--- config.mk ---
export PLATFORM = sky130hd
export DESIGN_NAME = usb_ep_tx_ctrl
export DESIGN_NICKNAME = d
export VERILOG_FILES = /design/src/hdl/usb_ep_tx_pkg.sv /design/src/hdl/usb_ep_tx_ctrl.sv
export SDC_FILE = /design/constraint.sdc
export NUM_CORES = 1
export LEC_CHECK = 0
export BUFFER_PORTS_ARGS = -buffer_cell sky130_fd_sc_hd__buf_2
export CAP_MARGIN = 15
export CORE_AREA = 10 10 73 75
export CTS_CLUSTER_DIAMETER = 50
export DETAILED_ROUTE_END_ITERATION = 7
export DIE_AREA = 0 0 83 85
export PLACE_DENSITY = 0.77
export SKIP_LAST_GASP = 1
export SYNTH_ARGS = -nofsm -noshare
export SYNTH_HDL_FRONTEND = slang
export SYNTH_SLANG_ARGS = --single-unit
--- constraint.sdc ---
create_clock -name SYS_CLK -period 1.9 [get_ports SYS_CLK]
set_input_delay 0.475 -clock SYS_CLK [delete_from_list [all_inputs] [get_ports SYS_CLK]]
set_output_delay 0.475 -clock SYS_CLK [all_outputs]
set_load 0.005 [all_outputs]
--- src/hdl/usb_ep_tx_pkg.sv ---
// constants for the endpoint transmit control block
package usb_ep_tx_pkg;
    localparam logic [7:0]  EP_OFFSET      = 8'h00;
    localparam logic [7:0]  IRQ_ST_OFFSET  = 8'h04;
    localparam logic [7:0]  IRQ_CLR_OFFSET = 8'h08;
    localparam logic [7:0]  IRQ_EN_OFFSET  = 8'h0C;
    localparam int          NUM_POS        = 0;
    localparam int          STAT_POS       = 4;
    localparam int          TOG_POS        = 6;
    localparam int          DONE_POS       = 7;
    localparam int          OPT_POS        = 8;
    localparam int          TYPE_POS       = 9;
    localparam int          EP_WIDTH       = 16;
    localparam int          IRQ_BITS       = 3;
    localparam int          IRQ_DONE       = 0;
    localparam int          IRQ_SETUP      = 1;
    localparam int          IRQ_REFUSE     = 2;
    localparam logic [3:0]  NUM_RESET      = 4'h0;
    localparam logic [1:0]  STAT_RESET     = 2'h0;
    localparam logic [1:0]  TYPE_RESET     = 2'h0;
    localparam logic [2:0]  IRQ_RESET      = 3'h0;
    localparam logic [1:0]  STAT_DISABLED  = 2'h0;
    localparam logic [1:0]  STAT_STALL     = 2'h1;
    localparam logic [1:0]  STAT_NAK       = 2'h2;
    localparam logic [1:0]  STAT_VALID     = 2'h3;
    localparam logic [1:0]  TYPE_BULK      = 2'h0;
    localparam logic [1:0]  TYPE_CONTROL   = 2'h1;
    localparam logic [1:0]  TYPE_ISO       = 2'h2;
    localparam logic [1:0]  TYPE_INTERRUPT = 2'h3;
    localparam logic [1:0]  ANS_IGNORE     = 2'h0;
    localparam logic [1:0]  ANS_STALL      = 2'h1;
    localparam logic [1:0]  ANS_NAK        = 2'h2;
    localparam logic [1:0]  ANS_SEND       = 2'h3;
endpackage

--- src/hdl/usb_ep_tx_ctrl.sv ---
// transmit control of one usb endpoint with apb register port
`timescale 1ns/10ps
module usb_ep_tx_ctrl (
    input  wire logic        SYS_CLK,
    input  wire logic        RST,
    input  wire logic        PSEL,
    input  wire logic        PENABLE,
    input  wire logic        PWRITE,
    input  wire logic [7:0]  PADDR,
    input  wire logic [31:0] PWDATA,
    output logic      [31:0] PRDATA,
    output logic             PREADY,
    output logic             PSLVERR,
    input  wire logic        TOKEN_IN,
    input  wire logic        TOKEN_SETUP,
    input  wire logic [3:0]  TOKEN_ENDP,
    input  wire logic        HOST_ACK,
    input  wire logic        PKT_SENT,
    input  wire logic        BUF_READY,
    output logic             ENDP_HIT,
    output logic      [1:0]  TX_ANSWER,
    output logic             TX_DATA1,
    output logic             TX_BUF_SEL,
    output logic             IRQ
);
    logic [3:0]  endpoint_number_field;
    logic [1:0]  tx_status;
    logic        tx_toggle_bit;
    logic        tx_transfer_done_flag;
    logic        type_option_bit;
    logic [1:0]  transfer_type_field;
    logic [2:0]  irq_status;
    logic [2:0]  irq_enable;
    logic        in_busy;
    logic        setup_phase;
    logic        wr_acc;
    logic        ep_wr;
    logic        mapped;
    logic        is_iso;
    logic        is_ctrl;
    logic        dbl_bulk;
    logic        ack_ev;
    logic        iso_ev;
    logic        in_done;
    logic        setup_ev;
    logic        refuse_ev;
    logic [2:0]  events;
    logic [15:0] ep_word;
    logic [31:0] next_rdata;

    // type decode
    assign is_iso   = transfer_type_field == usb_ep_tx_pkg::TYPE_ISO;
    assign is_ctrl  = transfer_type_field == usb_ep_tx_pkg::TYPE_CONTROL;
    assign dbl_bulk = transfer_type_field == usb_ep_tx_pkg::TYPE_BULK
                      && type_option_bit;

    // token address match
    assign ENDP_HIT = TOKEN_ENDP == endpoint_number_field;

    // handshake answer from status
    always_comb begin
        case (tx_status)
            usb_ep_tx_pkg::STAT_DISABLED: TX_ANSWER = usb_ep_tx_pkg::ANS_IGNORE;
            usb_ep_tx_pkg::STAT_STALL:    TX_ANSWER = usb_ep_tx_pkg::ANS_STALL;
            usb_ep_tx_pkg::STAT_NAK:      TX_ANSWER = usb_ep_tx_pkg::ANS_NAK;
            default:                      TX_ANSWER = usb_ep_tx_pkg::ANS_SEND;
        endcase
    end

    // transaction events
    assign setup_ev  = TOKEN_SETUP && ENDP_HIT && is_ctrl;
    assign ack_ev    = HOST_ACK && in_busy && !is_iso;
    assign iso_ev    = PKT_SENT && in_busy && is_iso;
    assign in_done   = ack_ev || iso_ev;
    assign refuse_ev = TOKEN_IN && ENDP_HIT
                       && (tx_status == usb_ep_tx_pkg::STAT_STALL
                           || tx_status == usb_ep_tx_pkg::STAT_NAK);
    always_comb begin
        events = 3'h0;
        events[usb_ep_tx_pkg::IRQ_DONE]   = in_done;
        events[usb_ep_tx_pkg::IRQ_SETUP]  = setup_ev;
        events[usb_ep_tx_pkg::IRQ_REFUSE] = refuse_ev;
    end

    // apb decode
    assign setup_phase = PSEL && !PENABLE;
    assign wr_acc      = PSEL && PENABLE && PWRITE;
    assign ep_wr       = wr_acc && PADDR == usb_ep_tx_pkg::EP_OFFSET;
    assign mapped      = PADDR == usb_ep_tx_pkg::EP_OFFSET
                         || PADDR == usb_ep_tx_pkg::IRQ_ST_OFFSET
                         || PADDR == usb_ep_tx_pkg::IRQ_CLR_OFFSET
                         || PADDR == usb_ep_tx_pkg::IRQ_EN_OFFSET;
    assign PREADY      = 1'b1;
    assign PSLVERR     = PSEL && PENABLE && !mapped;

    // in transaction in flight on this endpoint
    always_ff @(posedge SYS_CLK) begin
        if (RST) begin
            in_busy <= 1'b0;
        end else if (TOKEN_IN || TOKEN_SETUP) begin
            in_busy <= TOKEN_IN && ENDP_HIT
                       && tx_status == usb_ep_tx_pkg::STAT_VALID;
        end else if (HOST_ACK || PKT_SENT) begin
            in_busy <= 1'b0;
        end
    end

    // data toggle; hardware events win over a write
    always_ff @(posedge SYS_CLK) begin
        if (RST) begin
            tx_toggle_bit <= 1'b0;
        end else if (setup_ev) begin
            tx_toggle_bit <= 1'b1;
        end else if (in_done) begin
            tx_toggle_bit <= !tx_toggle_bit;
        end else if (ep_wr) begin
            tx_toggle_bit <= tx_toggle_bit
                             ^ PWDATA[usb_ep_tx_pkg::TOG_POS];
        end
    end

    // transmit status
    always_ff @(posedge SYS_CLK) begin
        if (RST) begin
            tx_status <= usb_ep_tx_pkg::STAT_RESET;
        end else if (setup_ev) begin
            tx_status <= usb_ep_tx_pkg::STAT_NAK;
        end else if (in_done && !is_iso) begin
            if (!dbl_bulk || !BUF_READY) begin
                tx_status <= usb_ep_tx_pkg::STAT_NAK;
            end
        end else if (ep_wr) begin
            tx_status <= tx_status
                ^ PWDATA[usb_ep_tx_pkg::STAT_POS +: 2];
        end
    end

    // done flag; a set wins over a clear
    always_ff @(posedge SYS_CLK) begin
        if (RST) begin
            tx_transfer_done_flag <= 1'b0;
        end else if (in_done) begin
            tx_transfer_done_flag <= 1'b1;
        end else if (ep_wr && !PWDATA[usb_ep_tx_pkg::DONE_POS]) begin
            tx_transfer_done_flag <= 1'b0;
        end
    end

    // plainly written fields
    always_ff @(posedge SYS_CLK) begin
        if (RST) begin
            endpoint_number_field <= usb_ep_tx_pkg::NUM_RESET;
            transfer_type_field   <= usb_ep_tx_pkg::TYPE_RESET;
            type_option_bit       <= 1'b0;
        end else if (ep_wr) begin
            endpoint_number_field <= PWDATA[usb_ep_tx_pkg::NUM_POS +: 4];
            transfer_type_field   <= PWDATA[usb_ep_tx_pkg::TYPE_POS +: 2];
            type_option_bit       <= PWDATA[usb_ep_tx_pkg::OPT_POS];
        end
    end

    // pid and buffer select toward the packet engine
    always_ff @(posedge SYS_CLK) begin
        if (RST) begin
            TX_DATA1   <= 1'b0;
            TX_BUF_SEL <= 1'b0;
        end else begin
            TX_DATA1   <= !is_iso && tx_toggle_bit;
            TX_BUF_SEL <= tx_toggle_bit;
        end
    end

    // interrupt status, clear and enable
    always_ff @(posedge SYS_CLK) begin
        if (RST) begin
            irq_status <= usb_ep_tx_pkg::IRQ_RESET;
        end else if (wr_acc && PADDR == usb_ep_tx_pkg::IRQ_CLR_OFFSET) begin
            irq_status <= (irq_status & ~PWDATA[2:0]) | events;
        end else begin
            irq_status <= irq_status | events;
        end
    end

    always_ff @(posedge SYS_CLK) begin
        if (RST) begin
            irq_enable <= usb_ep_tx_pkg::IRQ_RESET;
        end else if (wr_acc && PADDR == usb_ep_tx_pkg::IRQ_EN_OFFSET) begin
            irq_enable <= PWDATA[2:0];
        end
    end

    assign IRQ = |(irq_status & irq_enable);

    // read data, captured in the setup phase
    always_comb begin
        ep_word = 16'h0000;
        ep_word[usb_ep_tx_pkg::NUM_POS +: 4]  = endpoint_number_field;
        ep_word[usb_ep_tx_pkg::STAT_POS +: 2] = tx_status;
        ep_word[usb_ep_tx_pkg::TOG_POS]       = tx_toggle_bit;
        ep_word[usb_ep_tx_pkg::DONE_POS]      = tx_transfer_done_flag;
        ep_word[usb_ep_tx_pkg::OPT_POS]       = type_option_bit;
        ep_word[usb_ep_tx_pkg::TYPE_POS +: 2] = transfer_type_field;
        case (PADDR)
            usb_ep_tx_pkg::EP_OFFSET:     next_rdata = {16'h0000, ep_word};
            usb_ep_tx_pkg::IRQ_ST_OFFSET: next_rdata = {29'h0, irq_status};
            usb_ep_tx_pkg::IRQ_EN_OFFSET: next_rdata = {29'h0, irq_enable};
            default:                      next_rdata = 32'h0000_0000;
        endcase
    end

    always_ff @(posedge SYS_CLK) begin
        if (RST) begin
            PRDATA <= 32'h0000_0000;
        end else if (setup_phase && !PWRITE) begin
            PRDATA <= next_rdata;
        end
    end
endmodule

==> results of run 1 <==
## final cells by class
| type | instances | area, sq um |
|---|---|---|
| Inverter | 7 | 26.3 |
| Sequential cell | 31 | 623 |
| Multi-Input combinational cell | 139 | 883 |
| Tap cell | 50 | 62.6 |
| Clock inverter | 3 | 15.0 |
| Timing Repair Buffer | 59 | 318 |
| Clock buffer | 5 | 68.8 |
| Fill cell | 410 | 1920 |
## stage by stage
stage	power, W	utilization (%)
after floorplan	0.000743	-
after global placement	0.000764	48.4
after detailed placement	0.000765	48.4
after CTS	0.00126	50.5
after global routing	0.00131	51.0
final	0.00125	51.0
## routing by layer
layer / up-vias / part of all wire (%) / global-route usage [%]
li1: 721 / - / -
met1: 667 / 43 / 13.5
met2: 52 / 46 / 18.3
met3: 7 / 9.4 / 6.21
met4: 0 / 1.3 / 3.56
met5: - / 0 / 0
## synth_stat cells (all sizes together) (4+ instances only)
cell type,n
nand3b,6
nor2,25
xor2,4
a22oi,8
buf,24
clkbuf,6
a21oi,8
mux2i,14
ha,4
dfxtp,31
or4,4
inv,7
o21ai,4
nand3,4
nand2,8
## state kept, by name (all words and copies together) (netlist names)
signal,count
tx_toggle_bit,1
irq_status,3
tx_transfer_done_flag,1
in_busy,1
tx_status,2
type_option_bit,1
TX_DATA1,1
transfer_type_field,2
TX_BUF_SEL,1
irq_enable,3
PRDATA,11
endpoint_number_field,4
## how the worst max path moves through the flow
stage	slack [ps]	to	startpoint
final	80	PSLVERR	PADDR[4]
after global placement	20	tx_status[1]$_SDFFE_PP0P_	PADDR[1]
after detailed placement	4	tx_status[1]$_SDFFE_PP0P_	PADDR[1]
after global routing	5	ENDP_HIT	endpoint_number_field[1]$_SDFFE_PP0P_
after CTS	6	TX_ANSWER[1]	tx_status[0]$_SDFFE_PP0P_
after floorplan	170	ENDP_HIT	TOKEN_ENDP[1]
## critical path, cell delays in order
cell    delay (ps)
buf_2          110
nor4_4         290
buf_4          170
and2_4         140
nor2_1          40
buf_2          120
## power breakdown
group	leakage (nW)	switching [W]	total, W	internal (W)
registers	0.251	0.000000117	0.000650	0.000650
clock network	0.0477	0.000247	0.000497	0.000250
logic	0.704	0.0000624	0.000106	0.0000437
## cell families after synthesis
logic type                 Yosys count  share of synthesized area, %
xor gates and xnor gates             4                          2.13
buffers and inverters               37                          13.6
muxes                               14                          8.53
DFF                                 31                          37.8
other                                2                         0.457
adders and majority gates            4                          3.05
and+or+nand+nor                     65                          22.0
AOI/OAI and AO/OA                   30                          12.5
## repair_timing
item,in CTS,in global routing
setup endpoints to repair,0,4
gates resized for setup,0,4
buffers inserted,0,1
==> results.py, run 1 <==
metrics = {
    "outcome": {
        "status": "finished clean",
    },
    "global_routing": {
        "grt_pass1_vias": 1453,
        "gr-usage-all-layers_pct": 11.7,
        "antenna_found_initial": 0,
        "grt_start_max_net_pins": 18,
        "grt-ovfl-total": 0,
        "grt_pass1_wl_microns": 6890,
    },
    "finish": {
        "layout.cells.non_filler": 294,
        "drive_gt1_share_pct": 31.1,
        "finish.net_count": 301,
        "diodes": 0,
        "finish.instance_area_sq_um": 2000,
        "final_common_cell": "buf_2",
        "layout_common_cells": "buf_2, dfxtp_1, nor2_1, conb_1, mux2i_1",
        "area_growth_pct": 21.6,
    },
    "placed_design": {
        "place_area_sq_um": 1890,
        "dp_slack_ps": 3.55,
        "placed_cells": 285,
        "place_hpwl_microns": 3400,
        "gp_congestion": 0.906,
        "port_buffers": 50,
    },
    "detailed_routing": {
        "routedWlPerCell_microns": 14.6,
        "route.detailed.drc": 0,
        "drt_iter0_markers": 96,
        "first_pass_iters": 4,
        "route.vias.total": 1447,
        "detail-route-antenna-nets": 0,
        "finalWirelength_microns": 4300,
        "viasPerCell": 4.92,
    },
    "critical_path": {
        "worstSetupStartpointType": "input port",
        "worstPathMaxFanout": 4,
        "reg2regPathDepth": 4,
        "cp-end-kind": "output port",
        "reg2reg_to": "tx_status[1]$_SDFFE_PP0P_",
        "critPathRequiredTime_ps": 1420,
        "crit_arrival_ps": 1350,
        "reg2reg_setup_slack_ps": 370,
        "r2r_start": "transfer_type_field[1]$_SDFFE_PP0P_",
        "worst-setup-path-type": "input port to output port",
    },
    "timing": {
        "finalHoldViolations": 0,
        "hold_slack_ps": 428,
        "fin_setup_tns_ps": 0,
        "final.setup.worst_slack_ps": 77.2,
        "max_freq_ghz": 0.549,
        "min_period_ps": 1820,
        "grt_setup_unrepaired": "no",
        "drv_slew": 0,
        "setup_viol": 0,
        "finalCritPeriodShare_pct": 95.9,
        "finalClockSkew_ps": 6.92,
    },
    "synth": {
        "async_flop_share_pct": 0,
        "yosys-top-cells-area": "dfxtp_1, buf_4, mux2i_1, nor2_1, a22oi_1",
        "synth.avg_cell_area_sq_um": 8.79,
        "synthFlopType": "dfxtp_1",
        "syn_area_sq_um": 1640,
        "netlist_instances": 187,
        "synth_top_area_share_pct": 37.8,
        "ys_types": 38,
        "yosysWarnings": 0,
        "seq_area_frac_synth_pct": 37.8,
        "ys_seq_elements": 31,
        "yosys.area.top_type": "dfxtp_1",
        "synth_edf_count": 0,
    },
    "job": {
        "maxCapViolCount": 0,
    },
    "clocking": {
        "htreeDepth": 2,
        "cts_tree": "done",
        "clock-root-buffer": "clkbuf_8",
        "cts.sinks": 31,
        "cts_buffer_depth": 2,
        "clk_pin_slew_ps": 60,
        "clk_latency_ps": 280,
        "cts_buffers": 5,
        "cts_hold_buf": 0,
    },
    "die": {
        "rows": 23,
        "die-width_microns": 83,
        "fp.dieH_microns": 85,
        "io_pins": 94,
        "core_sq_um": 3910,
        "start_util_pct": 42.0,
        "dieArea_sq_um": 7060,
    },
    "power_and_ir_drop": {
        "p_leak_nw": 1.00,
        "power_density_nw_per_um2": 627,
        "vdd_drop_max_uv": 518,
    },
    "worst_hold_path": {
        "min-delay-start": "PWDATA[10]",
        "whs_endpoint": "transfer_type_field[1]$_SDFFE_PP0P_",
        "hold_path.class": "input port to flip-flop",
        "min_path_cells": 3,
    },
}
Power figures use the tool's default switching activity.
==> run 2: changes to the inputs <==
==> constraint.sdc (replaced) <==
create_clock -name SYS_CLK -period 1.9 [get_ports SYS_CLK]
set_input_delay 0.19 -clock SYS_CLK [delete_from_list [all_inputs] [get_ports SYS_CLK]]
set_output_delay 0.19 -clock SYS_CLK [all_outputs]
set_load 0.005 [all_outputs]
==> results.py, run 2 (synthesized netlist as in run 1, its figures left out) <==
metrics = {
    "placed_design": {
        "gp_congestion": 0.881,
        "port_buffers": 50,
        "place_hpwl_microns": 3260,
        "place_area_sq_um": 1860,
    },
    "power_and_ir_drop": {
        "pwr-share-clk_pct": 39.8,
        "vdd_drop_max_uv": 546,
        "p_sw_share_pct": 24.5,
        "switchingPower_w": 0.000305,
        "power_density_nw_per_um2": 641,
        "seqPwrFrac_pct": 52.3,
        "p_leak_nw": 0.969,
        "p_comb_share_pct": 7.9,
        "power.internal_w": 0.000938,
    },
    "finish": {
        "diodes": 0,
        "multi_input_area_sq_um": 875,
        "reg_top3": "PRDATA x11, endpoint_number_field x4",
        "area_growth_pct": 18.1,
        "layout_common_cells": "buf_2, dfxtp_1, nor2_1, conb_1, mux2i_1",
        "finish.instance_area_sq_um": 1940,
        "finish.net_count": 295,
        "largest_register_ffs": 11,
        "drive_gt1_share_pct": 27.7,
        "utilization_pct": 49.6,
        "regArea_sq_um": 621,
        "final_common_cell": "buf_2",
        "top_register": "PRDATA",
        "fillerInstances": 431,
    },
    "clocking": {
        "clock-root-buffer": "clkbuf_8",
        "cts_buffers": 5,
        "cts_buffer_depth": 2,
        "cts_tree": "done",
        "post_cts_buffers": 0,
        "htreeDepth": 2,
        "cts.sinks": 31,
        "clk_latency_ps": 290,
        "clk_pin_slew_ps": 60,
        "cts-resized-gates": 0,
        "cts_hold_buf": 0,
    },
    "die": {
        "fp.dieH_microns": 85,
        "io_pins": 94,
        "dieArea_sq_um": 7060,
        "core_sq_um": 3910,
        "start_util_pct": 42.0,
        "die-width_microns": 83,
        "rows": 23,
    },
    "timing": {
        "max_freq_ghz": 0.631,
        "fin_setup_tns_ps": 0,
        "finalCritPeriodShare_pct": 83.4,
        "relSlewSlack_pct": 63.7,
        "worst_pin_slew_ps": 544,
        "min_period_ps": 1580,
        "drv_slew": 0,
        "finalClockSkew_ps": 5.75,
        "grt_setup_unrepaired": "no",
        "hold_slack_ps": 139,
        "setup_viol": 0,
        "finalHoldViolations": 0,
    },
    "global_routing": {
        "grt-busiest-layer": "met2",
        "gr-usage-all-layers_pct": 11.5,
        "antenna_found_initial": 0,
        "grt_util_met1_pct": 12.8,
        "use_met3_pct": 5.54,
        "grt_pass1_vias": 1456,
        "grt_pass1_wl_microns": 6790,
        "grt-ovfl-total": 0,
        "grt_start_max_net_pins": 33,
        "gr-usage-met2_pct": 18.1,
    },
    "detailed_routing": {
        "detail-route-antenna-nets": 0,
        "viasPerCell": 4.84,
        "route.detailed.drc": 0,
        "routedWlPerCell_microns": 14.3,
        "finalWirelength_microns": 4120,
        "drt_iter0_markers": 62,
        "first_pass_iters": 4,
        "route.vias.total": 1394,
    },
    "critical_path": {
        "critPathRequiredTime_ps": 1710,
        "cp-end-kind": "output port",
        "worstSetupStartpointType": "flip-flop",
        "worst-setup-path-type": "flip-flop to output port",
        "crit_arrival_ps": 1390,
        "worstPathMaxFanout": 7,
    },
    "outcome": {
        "status": "finished clean",
    },
    "worst_hold_path": {
        "hold_path.class": "input port to flip-flop",
    },
    "job": {
        "maxCapViolCount": 0,
    },
}
[run 2: changes by cell type in the layout (fill, tap and decap cells not counted), sizes merged]
cell	change
buf	-6
[run 2: path summary, 6_finish.rpt]
kind	startpoint	end	slack [ps]	cells past startpoint
setup / recovery	tx_status[0]$_SDFFE_PP0P_	TX_ANSWER[1]	320	4
setup reg to reg	transfer_type_field[1]$_SDFFE_PP0P_	tx_status[1]$_SDFFE_PP0P_	380	4
hold reg to reg	PRDATA[0]$_SDFFE_PP0P_	PRDATA[0]$_SDFFE_PP0P_	450	2
hold / removal	PWDATA[10]	transfer_type_field[1]$_SDFFE_PP0P_	140	3
[run 2: stage by stage]
step | total power (W) | worst slack [ps] | cells
2_1_floorplan | 0.000743 | 362 | 207
3_3_place_gp | 0.000760 | 259 | 280
3_5_place_dp | 0.000761 | 214 | 280
4_1_cts | 0.00126 | 296 | 288
5_1_grt | 0.00131 | 200 | 288
6_report | 0.00124 | 316 | 288
[run 2: layout make-up]
class                   instances  share of cell area (%)
flip-flops and latches         31                    32.0
clock buffers                   5                    3.55
repair buffers                 53                    14.1
well taps                      50                    3.22
multi-input cells             139                    45.1
clock inverters                 3                   0.774
inverters                       7                    1.35
[run 2: power groups by stage]
| stage | Clock [W] | Combinational (W) | Sequential, W |
|---|---|---|---|
| 3_5_place_dp | 0 | 0.0000963 | 0.000665 |
| 6_report | 0.000495 | 0.0000985 | 0.000650 |
| 4_1_cts | 0.000518 | 0.0000968 | 0.000650 |
| 2_1_floorplan | 0 | 0.0000788 | 0.000665 |
| 3_3_place_gp | 0 | 0.0000957 | 0.000665 |
| 5_1_grt | 0.000545 | 0.000113 | 0.000649 |
[run 2: worst max-delay path: stages (launching register included)]
cell     delay, ps
dfxtp_1        460
inv_1           70
ha_1           190
or2_2          260
buf_2          130
[run 2: per-layer routing]
layer,vias to the layer above,share of wire (%)
met1,624,43
met5,-,0
met3,6,9.5
met4,0,1.7
li1,711,-
met2,53,46
